**src/hw/tpo_pkg.sv**
```systemverilog
// Constants and types shared by the time-proportioning output block
package tpo_pkg;

    // ------------------------------------------------------------------
    // Clock and timebase
    // ------------------------------------------------------------------
    localparam int unsigned CLK_HZ         = 20_000_000;
    localparam int unsigned TICK_TIME_US   = 10_000;
    localparam int unsigned TICK_CYCLES    = (CLK_HZ / 1_000_000) * TICK_TIME_US;
    localparam int unsigned TICKS_PER_SEC  = 1_000_000 / TICK_TIME_US;

    // ------------------------------------------------------------------
    // Automatic minimum pulse per hardware, in milliseconds and in ticks
    // ------------------------------------------------------------------
    localparam int unsigned RELAY_TPO_MIN_MS = 1000;
    localparam int unsigned LOGIC_TPO_MIN_MS = 50;
    localparam int unsigned VALVE_MIN_MS     = 100;
    localparam int unsigned TICK_MS          = TICK_TIME_US / 1000;
    localparam logic [15:0] RELAY_TPO_MIN    = 16'(RELAY_TPO_MIN_MS / TICK_MS);
    localparam logic [15:0] LOGIC_TPO_MIN    = 16'(LOGIC_TPO_MIN_MS / TICK_MS);
    localparam logic [15:0] VALVE_MIN        = 16'(VALVE_MIN_MS / TICK_MS);

    // ------------------------------------------------------------------
    // Settings, demand scale, arithmetic widths
    // ------------------------------------------------------------------
    localparam logic [15:0] MIN_PULSE_RESET  = 16'h0000;
    localparam logic [9:0]  CYCLE_RESET      = 10'h000;
    localparam logic [9:0]  CYCLE_MAX_SEC    = 10'h258;
    localparam logic [9:0]  DEMAND_FULL      = 10'h3e8;
    localparam logic [9:0]  RIPPLE_HALF_GAIN = 10'h1f4;
    localparam int unsigned COUNT_W          = 26;
    localparam int unsigned PROD_W           = 40;

    typedef enum logic [1:0] {
        MODE_ON_OFF      = 2'b00,
        MODE_TIME_PROP   = 2'b01,
        MODE_VALVE_RAISE = 2'b10,
        MODE_VALVE_LOWER = 2'b11
    } output_mode_type;

endpackage

```
**src/hw/tick_timebase.sv**
```systemverilog
// Divider that makes the fixed sub-second timebase tick
`timescale 1ns/1ps

module tick_timebase #(
    parameter int unsigned CYCLES = tpo_pkg::TICK_CYCLES
) (
    input  wire logic clk,
    input  wire logic rst_n,
    output logic      tick
);

    localparam int unsigned CNT_W = (CYCLES > 1) ? $clog2(CYCLES) : 1;
    localparam logic [CNT_W-1:0] LAST = CNT_W'(CYCLES - 1);

    logic [CNT_W-1:0] count;

    always_ff @(posedge clk or negedge rst_n) begin
        if (!rst_n) begin
            count <= '0;
        end else if (count == LAST) begin
            count <= '0;
        end else begin
            count <= count + CNT_W'(1);
        end
    end

    // One-cycle pulse per period of the timebase
    always_ff @(posedge clk or negedge rst_n) begin
        if (!rst_n) begin
            tick <= 1'b0;
        end else begin
            tick <= (count == LAST);
        end
    end

endmodule

```
**src/hw/time_proportioning_output.sv**
```systemverilog
// Time-proportioning output channel: demand to timed on/off switching
`timescale 1ns/1ps

module time_proportioning_output #(
    parameter int unsigned TICK_CYCLES = tpo_pkg::TICK_CYCLES
) (
    input  wire logic                     clk,
    input  wire logic                     rst_n,
    input  wire logic [9:0]               demand,
    input  tpo_pkg::output_mode_type      output_mode,
    input  wire logic                     hw_is_relay,
    input  wire logic                     invert_sense,
    input  wire logic                     switch_request,
    input  wire logic                     digital_in,
    input  wire logic                     cfg_load,
    input  wire logic                     cfg_defaults,
    input  wire logic [15:0]              cfg_min_pulse,
    input  wire logic [9:0]               cfg_cycle_period,
    output logic [15:0]                   min_pulse_setting,
    output logic [9:0]                    cycle_period_setting,
    output logic                          drive_out,
    output logic                          output_on,
    output logic                          input_active,
    output logic                          ripple_mode
);

    localparam int unsigned CW = tpo_pkg::COUNT_W;
    typedef logic        [tpo_pkg::PROD_W-1:0] prod_type;
    typedef logic signed [tpo_pkg::PROD_W-1:0] acc_type;
    typedef logic        [CW-1:0]              count_type;

    // ------------------------------------------------------------------
    // Timebase
    // ------------------------------------------------------------------
    logic tick;

    tick_timebase #(
        .CYCLES (TICK_CYCLES)
    ) u_tick (
        .clk   (clk),
        .rst_n (rst_n),
        .tick  (tick)
    );

    // ------------------------------------------------------------------
    // Configuration settings
    // ------------------------------------------------------------------
    always_ff @(posedge clk or negedge rst_n) begin
        if (!rst_n) begin
            min_pulse_setting    <= tpo_pkg::MIN_PULSE_RESET;
            cycle_period_setting <= tpo_pkg::CYCLE_RESET;
        end else if (cfg_defaults) begin
            min_pulse_setting    <= tpo_pkg::MIN_PULSE_RESET;
            cycle_period_setting <= tpo_pkg::CYCLE_RESET;
        end else if (cfg_load) begin
            min_pulse_setting <= cfg_min_pulse;
            // Out-of-range periods saturate rather than wrap
            if (cfg_cycle_period > tpo_pkg::CYCLE_MAX_SEC) begin
                cycle_period_setting <= tpo_pkg::CYCLE_MAX_SEC;
            end else begin
                cycle_period_setting <= cfg_cycle_period;
            end
        end
    end

    // ------------------------------------------------------------------
    // Effective minimum pulse, demand and period
    // ------------------------------------------------------------------
    logic [15:0] hw_min;
    logic [15:0] min_ticks;
    logic [9:0]  duty;
    logic [15:0] period_ticks;
    logic        timed_mode;
    logic        is_valve;

    assign is_valve   = (output_mode == tpo_pkg::MODE_VALVE_RAISE) ||
                        (output_mode == tpo_pkg::MODE_VALVE_LOWER);
    assign timed_mode = (output_mode != tpo_pkg::MODE_ON_OFF);

    always_comb begin
        if (is_valve) begin
            hw_min = tpo_pkg::VALVE_MIN;
        end else if (hw_is_relay) begin
            hw_min = tpo_pkg::RELAY_TPO_MIN;
        end else begin
            hw_min = tpo_pkg::LOGIC_TPO_MIN;
        end
    end

    // Zero is below every hardware minimum, so auto and clipping share a path
    assign min_ticks = (min_pulse_setting < hw_min) ? hw_min : min_pulse_setting;

    assign duty = (demand > tpo_pkg::DEMAND_FULL) ? tpo_pkg::DEMAND_FULL : demand;
    assign period_ticks = 16'(cycle_period_setting * tpo_pkg::TICKS_PER_SEC);
    assign ripple_mode  = timed_mode && (cycle_period_setting == tpo_pkg::CYCLE_RESET);

    // ------------------------------------------------------------------
    // Switching decisions
    // ------------------------------------------------------------------
    logic      active;
    count_type phase_cnt;
    count_type cyc_cnt;
    count_type on_cnt;
    acc_type   err;

    prod_type on_scaled;
    prod_type duty_period;
    prod_type duty_elapsed;
    prod_type off_share;
    prod_type duty_min;
    acc_type  ripple_band;
    logic     min_ok;
    logic     cyc_on_end;
    logic     cyc_restart;
    logic     next_active;

    assign min_ok       = phase_cnt >= count_type'(min_ticks);
    assign on_scaled    = prod_type'(tpo_pkg::DEMAND_FULL) * prod_type'(on_cnt);
    assign duty_period  = prod_type'(duty) * prod_type'(period_ticks);
    assign duty_elapsed = prod_type'(duty) * prod_type'(cyc_cnt);
    assign off_share    = prod_type'(tpo_pkg::DEMAND_FULL - duty) * prod_type'(on_cnt);
    assign duty_min     = prod_type'(duty) * prod_type'(min_ticks);
    // Half band of 500 pulses gives a 4-pulse period at half demand
    assign ripple_band  = acc_type'(prod_type'(tpo_pkg::RIPPLE_HALF_GAIN) *
                                    prod_type'(min_ticks));

    // On phase ends once the share of the set period is delivered and
    // enough on-time exists for a minimum off phase to keep the duty
    assign cyc_on_end  = min_ok && (on_scaled >= duty_period) &&
                         (off_share >= duty_min);
    // Cycle closes at the set period, later only while the minimum off phase runs or delivered on-time still exceeds the duty
    assign cyc_restart = min_ok && (cyc_cnt >= count_type'(period_ticks)) &&
                         (on_scaled <= duty_elapsed);

    always_comb begin
        next_active = active;
        if (!timed_mode) begin
            next_active = switch_request;
        end else if (tick) begin
            if (ripple_mode) begin
                // Hysteresis on integrated error keeps ripple amplitude fixed
                if (!active && min_ok && (err >= ripple_band)) begin
                    next_active = 1'b1;
                end else if (active && min_ok && (err <= -ripple_band)) begin
                    next_active = 1'b0;
                end
            end else if (active) begin
                next_active = !cyc_on_end;
            end else if (cyc_restart) begin
                next_active = (duty != 10'h000);
            end
        end
    end

    // ------------------------------------------------------------------
    // Phase timing
    // ------------------------------------------------------------------
    function automatic count_type sat_inc(input count_type value);
        if (value == '1) begin
            sat_inc = value;
        end else begin
            sat_inc = value + count_type'(1);
        end
    endfunction

    always_ff @(posedge clk or negedge rst_n) begin
        if (!rst_n) begin
            active <= 1'b0;
        end else begin
            active <= next_active;
        end
    end

    // Time since the last transition, counted only on ticks
    always_ff @(posedge clk or negedge rst_n) begin
        if (!rst_n) begin
            phase_cnt <= '0;
        end else if (next_active != active) begin
            // Switching tick is the first tick of the new phase, so a phase
            // lasts exactly the minimum and no stretched period gains a tick
            phase_cnt <= count_type'(1);
        end else if (tick) begin
            phase_cnt <= sat_inc(phase_cnt);
        end
    end

    // Elapsed and on-time counts of the running constant-cycle period
    always_ff @(posedge clk or negedge rst_n) begin
        if (!rst_n) begin
            cyc_cnt <= '0;
            on_cnt  <= '0;
        end else if (!timed_mode || ripple_mode) begin
            cyc_cnt <= '0;
            on_cnt  <= '0;
        end else if (tick) begin
            if (!active && cyc_restart) begin
                cyc_cnt <= count_type'(1);
                on_cnt  <= count_type'(next_active);
            end else begin
                cyc_cnt <= sat_inc(cyc_cnt);
                if (next_active) begin
                    on_cnt <= sat_inc(on_cnt);
                end
            end
        end
    end

    // Error integrator of demand minus delivered power
    always_ff @(posedge clk or negedge rst_n) begin
        if (!rst_n) begin
            err <= '0;
        end else if (!ripple_mode) begin
            err <= '0;
        end else if (tick) begin
            if (next_active) begin
                err <= err + acc_type'(duty) - acc_type'(tpo_pkg::DEMAND_FULL);
            end else begin
                err <= err + acc_type'(duty);
            end
        end
    end

    // ------------------------------------------------------------------
    // Pin polarity
    // ------------------------------------------------------------------
    always_ff @(posedge clk or negedge rst_n) begin
        if (!rst_n) begin
            drive_out    <= 1'b0;
            output_on    <= 1'b0;
            input_active <= 1'b0;
        end else begin
            drive_out    <= next_active ^ invert_sense;
            output_on    <= next_active;
            input_active <= digital_in ^ invert_sense;
        end
    end

endmodule

```
**config.mk**
```make
export PLATFORM = sky130hd
export DESIGN_NAME = time_proportioning_output
export DESIGN_NICKNAME = d
export VERILOG_FILES = /design/src/hw/tpo_pkg.sv /design/src/hw/tick_timebase.sv /design/src/hw/time_proportioning_output.sv
export SDC_FILE = /design/constraint.sdc
export NUM_CORES = 2
export LEC_CHECK = 0
export CAP_MARGIN = 5
export CORE_ASPECT_RATIO = 0.9
export CORE_MARGIN = 10
export CORE_UTILIZATION = 55
export DETAILED_ROUTE_END_ITERATION = 10
export DONT_BUFFER_PORTS = 1
export GPL_ROUTABILITY_DRIVEN = 0
export PLACE_DENSITY = 0.7
export SYNTH_ARGS = -nofsm -noshare
export SYNTH_HDL_FRONTEND = slang
export SYNTH_SLANG_ARGS = --single-unit
```
**constraint.sdc**
```tcl
create_clock -name clk -period 14.9 [get_ports clk]
set_clock_uncertainty 0.2 [all_clocks]
set_input_delay 1.49 -clock clk [delete_from_list [all_inputs] [get_ports clk]]
set_output_delay 1.49 -clock clk [all_outputs]
set_load 0.01 [all_outputs]
```
==> flow_summary.json <==
{
  "status": "complete, no violations",
  "layout_common_cells": "inv_1 (795), fa_1 (763), ha_1 (648), nand2_1 (645), nor2_1 (349)",
  "die_w_um": 331,
  "setup_tns_ps": 0,
  "hp-class": "register to register",
  "finalNonFillerCells": 6485,
  "slew-limit-headroom_pct": 9.28,
  "cts_tree": "built",
  "ys_seq_area_share_pct": 8.65,
  "final_common_cell": "inv_1",
  "setup.worst_path.end_class": "register",
  "port_buffers": 0,
  "grt_setup_unrepaired": "false",
  "path_max_fanout": 50,
  "grt_usage_pct": 26.0,
  "cp.required_ps": 15090,
  "cpMostUsedCell": "fa_1",
  "grt_max_degree": 167,
  "swShare_pct": 53.8,
  "switchingPower_mw": 2.10,
  "area_growth_pct": 3.24,
  "syn_area_sq_um": 48000,
  "drt-total-wl_um": 129000,
  "wl_met1_um": 56600,
  "cts-root-buf": "clkbuf_16",
  "drt_pass1_iterations": 6,
  "topRoutingLayerUsed": "met5",
  "pwr-share-seq_pct": 12.5,
  "p_per_area_nw_per_um2": 78.6,
  "finalSetupViolations": 0,
  "drive_above_1_share_pct": 2.87,
  "async_reset_ff_share_pct": 100,
  "leakagePower_nw": 26.7,
  "path_class": "input port to register",
  "chipHeight_um": 300,
  "critPathMaxStageDelay_ps": 670,
  "start_kind": "input port",
  "cts_setup_buffers": 0,
  "die-area_sq_um": 99500,
  "p_clk_share_pct": 12.3,
  "route.met2.wl_um": 56900,
  "synth-main-ff-cell": "dfrtp_1",
  "antenna_found_initial": 1,
  "grt_overflow_total": 0,
  "clockBufferDepth": 2,
  "core_sq_um": 86300,
  "synth_warnings": 0,
  "ir_drop_v": 0.000147,
  "synth_cells": 5495,
  "dp.final_hpwl_um": 101000,
  "drc": 0,
  "num_io_pins": 76,
  "synth_edf_count": 0,
  "fillers": 7822,
  "drt_first_iter_violations": 3001,
  "fin_area_sq_um": 49600,
  "route.antenna.remaining_nets": 0,
  "ys_seq_elements": 166,
  "nets": 6784,
  "report.final.hold_viol_count": 0,
  "yosysUniqueCellTypes": 94,
  "rows": 102,
  "internal_power_mw": 1.80,
  "placed_cells": 6452,
  "numCtsBuffers": 17,
  "final.min_clock_period_ps": 13600,
  "min_period_over_period_pct": 91.2,
  "placed_area_sq_um": 49000,
  "clock_latency_ps": 510,
  "grt_pass1_wl_um": 210000,
  "clk_pin_slew_worst_paths_ps": 70,
  "vias": 38100,
  "postCtsHoldBufs": 0,
  "cts_resized": 0,
  "critical_path_arrival_ps": 13790,
  "grt_pass1_vias": 38400,
  "syn_area_per_cell_sq_um": 8.74,
  "wl_met3_um": 12300,
  "cts.htree.levels": 4,
  "wl_per_cell_um": 19.9,
  "final_max_slew_viol_count": 0,
  "timing.fmax_mhz": 73.6,
  "syn-num-nets": 6952,
  "avgViaCountPerCell": 5.87,
  "initial_utilization_pct": 55.7,
  "tightest_slew_ps": 1350,
  "cts_sinks": 166,
  "drv_cap": 0,
  "p_comb_share_pct": 75.2,
  "slowest_stage": "and2_1"
}
cells in the mapped netlist, types with 8 or more instances:
library cell  number  share of area (%)
xor2_1           138                2.5
o2111ai_1          8               0.15
nor2_1           349                2.7
nand2b_1          85                1.1
a21o_1            73                1.1
nand3b_1          11               0.17
xnor2_1          152                2.8
ha_1             648                 17
mux2i_1           51                1.1
nor3b_1            8               0.13
or3_1             32               0.42
a21oi_1          209                2.2
inv_1            796                6.2
and4_1            10               0.18
and3_1           139                1.8
a211oi_1          32               0.50
a21boi_0          10               0.16
nor2b_1           43               0.56
dfrtp_1          166                8.7
o21bai_1          18               0.28
a31o_2            10               0.18
o31ai_1            9               0.14
o211ai_1          12               0.19
clkbuf_1         215                1.7
o21a_1            42               0.66
o21ai_0          124                1.3
and2_1           235                3.1
nand4_1           66               0.86
or2_2             15               0.20
nor3_1            80               0.83
nor4_1            25               0.33
a31oi_1           20               0.26
nand3_1          108                1.1
nand2_1          646                5.1
buf_2              9              0.094
o21ai_1           11               0.11
fa_1             763                 32
stage by stage:
stage,hold WS [ps],setup WS [ps],power [mW],util (%)
floorplan,253,2940,2.53,-
global placement,280,1240,3.28,56.8
detailed placement,288,978,3.34,56.8
CTS,298,1470,3.85,57.5
global route,314,572,4.28,57.5
finish,294,1300,3.89,57.5
sequential cells by signal, summed over array words and instances, names as in the netlist:
name                  count
phase_cnt                26
input_active              1
cycle_period_setting     10
u_tick.tick               1
cyc_cnt                  26
u_tick.count             18
min_pulse_setting        16
err                      40
drive_out                 1
output_on                 1
on_cnt                   26
area by class of cell:
class | instances | area (sq um) | share of cell area (%)
Clock inverter | 15 | 168 | 0.338
Sequential cell | 166 | 4160 | 8.38
Multi-Input combinational cell | 4292 | 40000 | 80.7
Clock buffer | 17 | 425 | 0.858
Inverter | 798 | 3000 | 6.04
Antenna cell | 1 | 2.50 | 0.00505
Tap cell | 1144 | 1430 | 2.89
Timing Repair Buffer | 52 | 390 | 0.788
power groups by stage:
stage	sequential [mW]	clock, mW	combinational [mW]
2_1_floorplan	0.484	0	2.05
3_3_place_gp	0.494	0	2.78
3_5_place_dp	0.495	0	2.85
4_1_cts	0.486	0.486	2.88
5_1_grt	0.488	0.508	3.28
6_report	0.486	0.480	2.93
path summary, 6_finish.rpt:
check | endpoint | slack, ps | cells past startpoint | startpoint
max in group asynchronous | cyc_cnt[23] | 13440 | 0 | rst_n
max reg2reg | on_cnt[17] | 1720 | 45 | cycle_period_setting[2]
max | on_cnt[17] | 1300 | 45 | demand[0]
min reg2reg | u_tick.count[0] | 290 | 1 | u_tick.count[0]
min | u_tick.count[0] | 290 | 1 | u_tick.count[0]
min in group asynchronous | u_tick.count[9] | 530 | 0 | rst_n
layer usage:
| metal | global-route usage, % | up-vias |
|---|---|---|
| li1 | - | 17400 |
| met1 | 36.7 | 19000 |
| met2 | 40.4 | 1501 |
| met3 | 5.59 | 203 |
| met4 | 6.53 | 2 |
| met5 | 0 | - |
kinds of logic (layout without fill, tap and decap cells):
group,Yosys count,count (layout),synth area share (%)
XOR/XNOR,290,290,5.29
AO/OA/AOI/OAI,659,659,8.87
multiplexers,54,54,1.14
AND/OR/NAND/NOR,1878,1878,19.1
buffers and inverters,1037,882,8.22
adder cells (fa/ha/maj),1411,1411,48.7
flip-flops,166,166,8.65
other,0,1,0
critical path, delay by kind of cell:
| kind | cells | cell delay, ps |
|---|---|---|
| fa+ha+maj | 7 | 3180 |
| simple gates | 17 | 3910 |
| buf+inv | 4 | 1040 |
| compound gates | 16 | 3940 |
| xor+xnor | 1 | 160 |
No activity file was read; power rests on OpenSTA's default activity.
